$ cat src/inc/tmr16_pkg.sv
package tmr16_pkg;

    // ------------------------------------------------------------------
    // Register word offsets (byte addresses on APB)
    // ------------------------------------------------------------------
    localparam logic [7:0] TMR16_CTRLA_OFF   = 8'h00;
    localparam logic [7:0] TMR16_CTRLB_OFF   = 8'h04;
    localparam logic [7:0] TMR16_CNTL_OFF    = 8'h08;
    localparam logic [7:0] TMR16_CNTH_OFF    = 8'h0c;
    localparam logic [7:0] TMR16_CAPL_OFF    = 8'h10;
    localparam logic [7:0] TMR16_CAPH_OFF    = 8'h14;
    localparam logic [7:0] TMR16_CMPL_OFF    = 8'h18;
    localparam logic [7:0] TMR16_CMPH_OFF    = 8'h1c;
    localparam logic [7:0] TMR16_FLAG_OFF    = 8'h20;
    localparam logic [7:0] TMR16_MASK_OFF    = 8'h24;

    // ------------------------------------------------------------------
    // Field positions
    // ------------------------------------------------------------------
    localparam int TMR16_WGM_LO_POS = 0;   // Control A bits 1:0 = mode bits 1:0
    localparam int TMR16_CS_POS     = 0;   // Control B bits 2:0 clock select
    localparam int TMR16_WGM_HI_POS = 3;   // Control B bits 4:3 = mode bits 3:2
    localparam int TMR16_EDGE_POS   = 6;   // Control B bit 6 capture edge, 1 = rising
    localparam int TMR16_SRC_POS    = 7;   // Control B bit 7 comparator as source
    localparam int TMR16_OVF_POS    = 0;
    localparam int TMR16_CAPF_POS   = 1;

    // ------------------------------------------------------------------
    // Reset values and fixed tops
    // ------------------------------------------------------------------
    localparam logic [7:0]  TMR16_BYTE_RST = 8'h00;
    localparam logic [15:0] TMR16_WORD_RST = 16'h0000;
    localparam logic [15:0] TMR16_MAX      = 16'hffff;
    localparam logic [15:0] TMR16_TOP8     = 16'h00ff;
    localparam logic [15:0] TMR16_TOP9     = 16'h01ff;
    localparam logic [15:0] TMR16_TOP10    = 16'h03ff;
    localparam logic [2:0]  TMR16_CS_OFF   = 3'h0;

    // Waveform modes that take their top from the capture register
    localparam logic [3:0] TMR16_WGM_PFC_CAP  = 4'h8;
    localparam logic [3:0] TMR16_WGM_PC_CAP   = 4'ha;
    localparam logic [3:0] TMR16_WGM_CTC_CAP  = 4'hc;
    localparam logic [3:0] TMR16_WGM_FAST_CAP = 4'he;

    typedef enum logic [1:0] {TMR16_DIR_UP, TMR16_DIR_DOWN} tmr16_dir_t;

endpackage : tmr16_pkg

$ cat src/hdl/tmr16_core.sv
// Local design decisions: register access over APB and the register offsets.
`timescale 1ns/100ps
// Functional notes
// - Counter seen as high and low bytes
// - High-byte location accesses temporary register
// - Low-byte read copies high into temporary
// - Low-byte write loads whole word at once
// - Each strobe with a clock selected clears, increments or decrements counter
// - Clock select zero stops the counter
// - Counter accessible whether running or stopped
// - Processor write beats counter operations
// - Waveform mode bits choose count sequence
// - Overflow flag set per mode, can interrupt
// - Count steps one, direction picks sense
// - Bottom at zero, top at sequence end
// - Capture source pin or comparator (instance one)
// - Matching edge copies counter to capture register, except in capture-top modes
// - Capture flag set with the copy
// - Enabled capture flag requests interrupt, auto-clears
// - Writing one clears the capture flag
// - Capture low read first latches high byte
// - Capture writable only in capture-top modes
// - Temporary register keeps value between accesses
// - One temporary register shared per instance
// - Compare reads bypass temporary register
module tmr16_core
    import tmr16_pkg::*;
#(
    parameter int  DATA_W      = 8,
    parameter bit  HAS_CMP_SRC = 1'b1
) (
    input  wire logic        clock,
    input  wire logic        srst,
    input  wire logic        psel,
    input  wire logic        penable,
    input  wire logic        pwrite,
    input  wire logic [7:0]  paddr,
    input  wire logic [31:0] pwdata,
    output logic      [31:0] prdata,
    output logic             pready,
    output logic             pslverr,
    input  wire logic        timerClockStrobe,
    input  wire logic        captureInputPin,
    input  wire logic        comparatorOutput,
    input  wire logic        captureIrqAck,
    output logic             overflowIrq,
    output logic             captureIrq,
    output logic [15:0]      counterValue
);

    initial begin
        if (DATA_W != 8) $error("tmr16_core supports an 8-bit data path only");
    end

    // ------------------------------------------------------------------
    // State
    // ------------------------------------------------------------------
    typedef struct packed {
        logic [7:0]  ctrlA;
        logic [7:0]  ctrlB;
        logic [15:0] counter;
        logic [15:0] capture;
        logic [15:0] compare;
        logic [7:0]  temp;
        logic        ovfFlag;
        logic        capFlag;
        logic        ovfEn;
        logic        capEn;
        logic        srcPrev;
        logic        waited;
        tmr16_dir_t  dir;
        logic [31:0] rdata;
    } tmr16_state_t;

    tmr16_state_t state_reg;
    tmr16_state_t state_next;

    function automatic logic usesCapTop(input logic [3:0] m);
        return (m == TMR16_WGM_PFC_CAP) || (m == TMR16_WGM_PC_CAP) ||
               (m == TMR16_WGM_CTC_CAP) || (m == TMR16_WGM_FAST_CAP);
    endfunction : usesCapTop

    logic [3:0]  wgm;
    logic [15:0] topVal;
    logic        dualSlope;
    logic        atTop;
    logic        atBottom;
    logic        access;
    logic        wrAcc;
    logic        rdAcc;
    logic        rdFirst;
    logic        wrDone;
    logic        capSrc;
    logic        capEvent;
    logic        mapped;
    logic [7:0]  wb;

    assign wgm = {state_reg.ctrlB[TMR16_WGM_HI_POS +: 2], state_reg.ctrlA[TMR16_WGM_LO_POS +: 2]};
    assign access  = psel && penable;
    assign wrAcc   = access && pwrite;
    assign rdAcc   = access && !pwrite;
    assign wb      = pwdata[7:0];
    // One wait state lets registered read data stand at the completing edge
    assign rdFirst = rdAcc && !state_reg.waited;
    assign wrDone  = wrAcc && state_reg.waited;
    assign pready  = access && state_reg.waited;
    assign pslverr = 1'b0;
    assign prdata  = state_reg.rdata;
    assign counterValue = state_reg.counter;

    // ------------------------------------------------------------------
    // Sequence decode
    // ------------------------------------------------------------------
    always_comb begin
        unique case (wgm)
            4'h1, 4'h5: topVal = TMR16_TOP8;
            4'h2, 4'h6: topVal = TMR16_TOP9;
            4'h3, 4'h7: topVal = TMR16_TOP10;
            4'h4, 4'h9, 4'hb, 4'hf: topVal = state_reg.compare;
            4'h8, 4'ha, 4'hc, 4'he: topVal = state_reg.capture;
            default: topVal = TMR16_MAX;
        endcase
    end

    assign dualSlope = (wgm inside {4'h1, 4'h2, 4'h3, 4'h8, 4'h9, 4'ha, 4'hb});
    assign atTop     = (state_reg.counter == topVal);
    assign atBottom  = (state_reg.counter == TMR16_WORD_RST);

    // Comparator path only exists on the first instance
    assign capSrc   = (HAS_CMP_SRC && state_reg.ctrlB[TMR16_SRC_POS]) ?
                      comparatorOutput : captureInputPin;
    // Edge detector is off while the capture register serves as top
    assign capEvent = !usesCapTop(wgm) && (capSrc != state_reg.srcPrev) &&
                      (capSrc == state_reg.ctrlB[TMR16_EDGE_POS]);

    assign mapped = paddr inside {TMR16_CTRLA_OFF, TMR16_CTRLB_OFF, TMR16_CNTL_OFF,
                                  TMR16_CNTH_OFF, TMR16_CAPL_OFF, TMR16_CAPH_OFF,
                                  TMR16_CMPL_OFF, TMR16_CMPH_OFF, TMR16_FLAG_OFF,
                                  TMR16_MASK_OFF};

    // ------------------------------------------------------------------
    // Next state
    // ------------------------------------------------------------------
    always_comb begin
        logic ovfSet;
        ovfSet = 1'b0;
        state_next = state_reg;
        state_next.srcPrev = capSrc;
        state_next.waited  = access && !state_reg.waited;

        // Counting, only on a strobe with a clock source selected
        if (timerClockStrobe && state_reg.ctrlB[TMR16_CS_POS +: 3] != TMR16_CS_OFF) begin
            if (dualSlope) begin
                if (atTop) begin
                    state_next.dir = TMR16_DIR_DOWN;
                    state_next.counter = state_reg.counter - 16'h0001;
                end else if (atBottom && state_reg.dir == TMR16_DIR_DOWN) begin
                    state_next.dir = TMR16_DIR_UP;
                    state_next.counter = state_reg.counter + 16'h0001;
                    ovfSet = 1'b1;
                end else if (state_reg.dir == TMR16_DIR_DOWN) begin
                    state_next.counter = state_reg.counter - 16'h0001;
                end else begin
                    state_next.counter = state_reg.counter + 16'h0001;
                end
            end else if (atTop) begin
                state_next.counter = TMR16_WORD_RST;
                state_next.dir = TMR16_DIR_UP;
                if (wgm != 4'h4 && wgm != 4'hc) ovfSet = 1'b1;
            end else begin
                state_next.counter = state_reg.counter + 16'h0001;
                if (state_reg.counter == TMR16_MAX) ovfSet = 1'b1;
            end
        end

        // Interrupt acknowledge clears the capture flag
        if (captureIrqAck) state_next.capFlag = 1'b0;

        // Register writes; counter write overrides counting
        if (wrDone && mapped) begin
            unique case (paddr)
                TMR16_CTRLA_OFF: state_next.ctrlA = wb;
                TMR16_CTRLB_OFF: state_next.ctrlB = wb;
                TMR16_CNTH_OFF, TMR16_CAPH_OFF, TMR16_CMPH_OFF:
                    state_next.temp = wb;
                TMR16_CNTL_OFF: state_next.counter = {state_reg.temp, wb};
                TMR16_CAPL_OFF: begin
                    if (usesCapTop(wgm)) state_next.capture = {state_reg.temp, wb};
                end
                TMR16_CMPL_OFF: state_next.compare = {state_reg.temp, wb};
                TMR16_FLAG_OFF: begin
                    if (wb[TMR16_OVF_POS]) state_next.ovfFlag = 1'b0;
                    if (wb[TMR16_CAPF_POS]) state_next.capFlag = 1'b0;
                end
                TMR16_MASK_OFF: begin
                    state_next.ovfEn = wb[TMR16_OVF_POS];
                    state_next.capEn = wb[TMR16_CAPF_POS];
                end
                default: ;
            endcase
        end

        // Reads; temporary register otherwise holds its value
        // A set from the counter wins over a coincident software clear
        if (ovfSet) state_next.ovfFlag = 1'b1;

        if (rdFirst) begin
            state_next.rdata = 32'h0000_0000;
            unique case (paddr)
                TMR16_CTRLA_OFF: state_next.rdata[7:0] = state_reg.ctrlA;
                TMR16_CTRLB_OFF: state_next.rdata[7:0] = state_reg.ctrlB;
                TMR16_CNTL_OFF: begin
                    state_next.rdata[7:0] = state_reg.counter[7:0];
                    state_next.temp = state_reg.counter[15:8];
                end
                TMR16_CAPL_OFF: begin
                    state_next.rdata[7:0] = state_reg.capture[7:0];
                    state_next.temp = state_reg.capture[15:8];
                end
                TMR16_CNTH_OFF, TMR16_CAPH_OFF:
                    state_next.rdata[7:0] = state_reg.temp;
                TMR16_CMPL_OFF: state_next.rdata[7:0] = state_reg.compare[7:0];
                TMR16_CMPH_OFF: state_next.rdata[7:0] = state_reg.compare[15:8];
                TMR16_FLAG_OFF: begin
                    state_next.rdata[TMR16_OVF_POS]  = state_reg.ovfFlag;
                    state_next.rdata[TMR16_CAPF_POS] = state_reg.capFlag;
                end
                TMR16_MASK_OFF: begin
                    state_next.rdata[TMR16_OVF_POS]  = state_reg.ovfEn;
                    state_next.rdata[TMR16_CAPF_POS] = state_reg.capEn;
                end
                default: ;
            endcase
        end

        // Capture last so a coincident clear loses to the event
        if (capEvent) begin
            state_next.capture = state_reg.counter;
            state_next.capFlag = 1'b1;
        end
    end

    assign overflowIrq = state_reg.ovfFlag && state_reg.ovfEn;
    assign captureIrq  = state_reg.capFlag && state_reg.capEn;

    always_ff @(posedge clock) begin
        if (srst) begin
            state_reg <= '0;
        end else begin
            state_reg <= state_next;
        end
    end
endmodule : tmr16_core

$ cat config.mk
export PLATFORM = sky130hd
export DESIGN_NAME = tmr16_core
export DESIGN_NICKNAME = d
export VERILOG_FILES = /design/src/inc/tmr16_pkg.sv /design/src/hdl/tmr16_core.sv
export SDC_FILE = /design/constraint.sdc
export NUM_CORES = 1
export LEC_CHECK = 0
export BUFFER_PORTS_ARGS = -buffer_cell sky130_fd_sc_hd__buf_2
export CELL_PAD_IN_SITES_DETAIL_PLACEMENT = 0
export CELL_PAD_IN_SITES_GLOBAL_PLACEMENT = 2
export CORE_MARGIN = 1
export CORE_UTILIZATION = 34
export CTS_BUF_LIST = sky130_fd_sc_hd__clkbuf_4
export CTS_CLUSTER_DIAMETER = 120
export CTS_CLUSTER_SIZE = 24
export DETAILED_ROUTE_END_ITERATION = 8
export GPL_TIMING_DRIVEN = 0
export PLACE_DENSITY_LB_ADDON = 0.1
export SYNTH_ARGS = -nofsm -noshare
export SYNTH_HDL_FRONTEND = slang
export SYNTH_SLANG_ARGS = --single-unit
$ cat constraint.sdc
create_clock -name clock -period 4.1 [get_ports clock]
set_clock_uncertainty 0.05 [all_clocks]
set_input_delay 0.82 -clock clock [delete_from_list [all_inputs] [get_ports clock]]
set_output_delay 0.82 -clock clock [all_outputs]
set_load 0.005 [all_outputs]
=== Word level (Yosys, flattened, before mapping) ===
Index checks and enable logic that the tools add are counted.

* $add $sub $neg: 2
* Equality and inequality tests: 30
* Mux-type cells: 37
* Reduce and logical (&&, ||, !) cells: 48

{| class="wikitable"
|+ Operators by type and width
! cell !! count
|-
| 16-bit two-way mux || 11
|-
| 16-bit case mux with 5 select lines || 1
|-
| 60-bit two-way mux || 1
|-
| 6-bit case mux with 7 select lines || 1
|-
| 8-bit by 5-bit equality test with 1-bit output, second input constant || 4
|-
| 4-bit equality test, second input constant || 7
|-
| 2-bit case mux with 9 select lines || 1
|-
| 16-bit by 1-bit adder with 16-bit output, second input constant || 1
|-
| 16-bit equality test || 1
|-
| 16-bit equality test, second input constant || 1
|-
| 4-bit by 3-bit equality test with 1-bit output, second input constant || 4
|-
| 8-bit by 4-bit equality test with 1-bit output, second input constant || 2
|-
| 8-bit by 6-bit equality test with 1-bit output, second input constant || 2
|-
| 16-bit zero test || 1
|-
| 8-bit two-way mux || 2
|-
| 8-bit case mux with 2 select lines || 1
|-
| 2-bit nonzero test || 8
|-
| 16-bit by 1-bit subtractor with 16-bit output, second input constant || 1
|-
| 1-bit logical AND || 15
|-
| 1-bit two-way mux || 13
|-
| 2-bit two-way mux || 6
|-
| 10-bit nonzero test || 1
|-
| 3-bit AND reduction || 3
|-
| 4-bit by 2-bit equality test with 1-bit output, second input constant || 2
|-
| 16 further kinds || 27
|}

* Bits in registers: 88
* Input bits: 49

=== Logic depth before layout (Yosys ltp) ===
* Depth in word-level cells: 11
* Depth in mapped cells: 14
* Depth with buffers taken out: 11

=== Worst setup path before layout ===
Ideal clock, no wire load.

* Kind: input -> register
* Start point: input paddr[1]
* End point: register state_reg[66] in the netlist's numbering
* Library setup time: 0.086 ns
* Data arrival time: 3.221 ns
* Data required time: 3.964 ns
* Setup slack: 0.743 ns
* Stages: 9
* Buffers on the path: 3
* Cells stage by stage: or4_1 -> or3_1 -> clkbuf_1 -> nor2_1 -> nand4b_1 -> clkbuf_1 -> clkbuf_1 -> mux2i_1 -> a211oi_1

* Word-level cells in the longest chain between the ends: 5

{| class="wikitable"
|+ RTL lines
! element !! line !! RTL
|-
| start, declared || tmr16_core.sv:37 || <nowiki>input wire logic [7:0] paddr,</nowiki>
|-
| 8-bit by 3-bit equality test with 1-bit output, or another cell as far along || tmr16_core.sv:136 || <nowiki>assign mapped = paddr inside {TMR16_CTRLA_OFF, TMR16_CTRLB_OFF, TMR16_CNTL_OFF,</nowiki>
|-
| 10-bit nonzero test || tmr16_core.sv:136 ||
|-
| 1-bit logical AND || tmr16_core.sv:180 || <nowiki>if (wrDone && mapped) begin</nowiki>
|-
| 2-bit nonzero test (no line) || - ||
|-
| 3-bit AND reduction (no line) * || - ||
|-
| end signal, assigned || tmr16_core.sv:250 || <nowiki>state_reg <= state_next;</nowiki>
|-
| end, declared || tmr16_core.sv:75 || <nowiki>tmr16_state_t state_reg;</nowiki>
|}

Mark *: on every way between the ends. The rest lies on a longest branch, timed or not.
A chain may end at the register's enable or synchronous reset.

=== Worst setup path in the final report ===
* Start point: input paddr[1]
* End point: register state_reg[77] in the netlist's numbering

Same word-level chain as after synthesis.

==> key figures <==
Clocking
  – # resized after CTS: 0
  – H-tree levels: 3
  – Clk Tree Root Cell: clkbuf_4
  – TritonCTS clock tree: yes
  – CTS clk-pin slew, worst paths: 0.15 ns
  – # hold bufs at CTS: 0
  – Cts bufs inserted: 9
  – Worst skew pair latency: 0.49 ns
  – # clock sinks: 87
  – Clock Tree Buf Depth: 2

Final layout
  – Commonest non-fill, non-tap cells in the layout: dfxtp_1, nor2_1, nand2_1
  – Fin nets: 928
  – Share of cells above drive strength 1: 17.5%
  – Area grow syn2layout: 12.8%
  – Most common cell after layout, fill and taps aside: dfxtp_1
  – Final std cells w/o fill: 1108
  – Number of flip-flops in the largest register: 63

Setup path
  – FF-to-FF Start: counterValue[0]$_SDFF_PP0_
  – Critical Path RT: 4.45 ns
  – Kind of critical path: in -> reg
  – Critical path's slowest cell: nor2_1
  – R2r setup slk: 0.26 ns
  – Critical Path Max Stage Delay: 0.74 ns
  – Worst path cell trace: buf_2 > or4_1 > or3_1 > clkbuf_1 > nor2_1 > nand4b_1 > clkbuf_1 > clkbuf_1 > mux2i_1 > a211oi_1
  – Worst r2r dst: counterValue[13]$_SDFF_PP0_
  – Crit path top cell by count: clkbuf_1
  – Worst path depth: 10
  – Worst-path fanout max: 10
  – WP buf/inv: 4
  – Reg2Reg Depth: 12
  – Family with the most delay on the worst path: simple AND/OR/NAND/NOR gates
  – Worst setup path startpoint: paddr[1]
  – Arrival @ worst endpoint: 4.19 ns
  – Startpoint types: input port
  – End point of the critical path: state_reg[77]$_SDFFE_PP0P_
  – Endpoint type of the worst setup path: flip-flop

Timing
  – Final Cycle Share: 93.8%
  – Setup violations, final: 0
  – Minimum clock period: 3.85 ns
  – Slew Limit Fails: 0
  – RSZ-0062 raised after global routing: no
  – Fmax: 260 MHz
  – Hold Fails Final Rpt: 0
  – Relative slew slack: 32.7%
  – Hold Worst Slack: 0.419 ns
  – Worst-margin pin slew: 1.00 ns

Synthesis
  – Post-synthesis adder-cell area fraction: 0.416%
  – Top-area cell type share of the netlist area: 28.9%
  – Top_reg_cell synth: dfxtp_1
  – Mapped cell area: 6020 µm²
  – Largest family of logic cells by synthesized area: compound AO/OA/AOI/OAI gates
  – Post-synth EDFFs: 0
  – Top post-synthesis cells by area: dfxtp_1, buf_4, mux2i_1
  – Async set-reset flop share out of synthesis: 0%
  – Cell count after synthesis: 789
  – Multiplexer share of the synthesized area: 6.76%
  – Synth Area in Compound Gates: 26.3%
  – Seq cells post-synth: 87
  – Avg Cell Area, Syn: 7.63 µm²
  – Synth area leader: dfxtp_1
  – Synth Area in XOR/XNOR: 3.06%
  – Synth warnings: 0
  – Sequential share of the synthesized area: 28.9%
  – Synth cell types: 73
  – Synth Area in Simple Gates: 22.4%

Drt
  – Via/cell ratio: 5.78
  – Drt initial violations: 727
  – Final wirelength: 24600 µm
  – Length of the first detailed-routing pass in iterations: 6
  – Residual DRC: 0
  – WL/cell: 22.2 µm
  – Remaining antenna violation count after routing: 0
  – Via count: 6404

GRT
  – Largest net degree at the start of global routing: 16
  – Vias in the first global route: 5743
  – Total track usage: 27.2%
  – First-pass GRT wire length: 36300 µm
  – Initial antenna violation count: 1
  – Grt total ovfl: 0

Power
  – Leak pwr: 2.64 nW
  – Worst vdd ir: 0.000130 V
  – Total power: 1.47 mW
  – Power per cell area: 217 nW/µm²

Run
  – Max-cap violations: 0

Placement
  – Final HPWL DP: 18600 µm
  – Routability cong.: 0.927
  – Placed insts: 1087
  – I/O Buffers: 49

Worst hold path
  – Min-Delay Path Depth: 2
  – Hold WC Path Type: reg -> reg

Floorplan
  – Rows: 48
  – Die ar.: 18200 µm²
  – Die W: 135 µm
  – Starting density of the core: 34.8%
  – Area of the core: 17300 µm²
  – Die height: 135 µm
  – IO Pins: 101

Run status
  – Outcome: completed
==> per-layer routing <==
metal,part of all wire [%],track usage [%],up-vias
met5,0,0,-
met4,1.9,7.18,0
met3,8.4,6.19,29
met2,45,41.8,299
met1,45,38.1,3079
li1,-,-,2997
==> cell type report <==
type / instances / area [µm²]
flip-flops and latches: 87 / 1740
inverters: 19 / 71.3
clock buffers: 9 / 67.6
fillers: 1860 / 10500
plain buffers: 119 / 656
well taps: 225 / 282
clock inverters: 7 / 46.3
diodes: 1 / 2.50
repair buffers: 53 / 275
multi-input cells: 588 / 3640
==> synth_stat cells, types with 15 or more instances <==
library cell and instances:
inv_1 19, mux2i_1 35, a21oi_1 49, a22oi_1 16
a211oi_1 24, nand3_1 26, dfxtp_1 87, nor2_1 85
buf_4 52, nor3_1 23, nand2_1 70, a221oi_1 15
o21ai_0 20, clkbuf_1 53
==> power breakdown <==
| part | internal [mW] | switching [mW] |
|---|---|---|
| logic | 0.0508 | 0.0772 |
| registers | 0.858 | 0.0108 |
| clock network | 0.126 | 0.348 |
| total | 1.04 | 0.436 |
==> how the worst min path moves through the flow <==
stage	startpoint	to
floorplan	state_reg[34]$_SDFF_PP0_	state_reg[34]$_SDFF_PP0_
global placement	state_reg[107]$_SDFFE_PP0P_	state_reg[107]$_SDFFE_PP0P_
detailed placement	state_reg[111]$_SDFFE_PP0P_	state_reg[111]$_SDFFE_PP0P_
CTS	state_reg[111]$_SDFFE_PP0P_	state_reg[111]$_SDFFE_PP0P_
global route	state_reg[110]$_SDFFE_PP0P_	state_reg[110]$_SDFFE_PP0P_
finish	state_reg[111]$_SDFFE_PP0P_	state_reg[111]$_SDFFE_PP0P_
==> worst register-to-register path: stages, from the launching register on <==
cell	delay [ns]
dfxtp_1	0.36
clkbuf_1	0.24
inv_1	0.15
ha_1	0.21
or3b_4	0.41
or3_4	0.36
or4_4	0.44
or3_4	0.42
nand2_2	0.17
nor2_2	0.14
nor2_4	0.30
a221oi_1	0.18
nor4_1	0.33
==> cell families after synthesis <==
| logic type | count (synthesis) |
|---|---|
| AND/OR/NAND/NOR | 279 |
| AO/OA/AOI/OAI | 221 |
| buffers and inverters | 138 |
| flip-flops | 87 |
| multiplexers | 40 |
| XOR/XNOR | 21 |
| adder cells (fa/ha/maj) | 2 |
| other | 1 |
==> stage by stage <==
stage               cell area [µm²]  utilization [%]  setup WS [ns]  TNS (ns)
global route                   6790             39.2         0.0983         0
floorplan                      6110                -          0.743         0
CTS                            6750             39.0          0.300         0
global placement               6640             38.4         -0.174     -1.61
finish                         6790             39.2          0.253         0
detailed placement             6640             38.4         -0.163     -1.15
==> repair_timing <==
action	CTS	global route
setup buffers	0	4
endpoints found under the hold margin	0	0
endpoints found under the setup margin	0	7
Note: power is estimated with default switching activity, not from simulation.
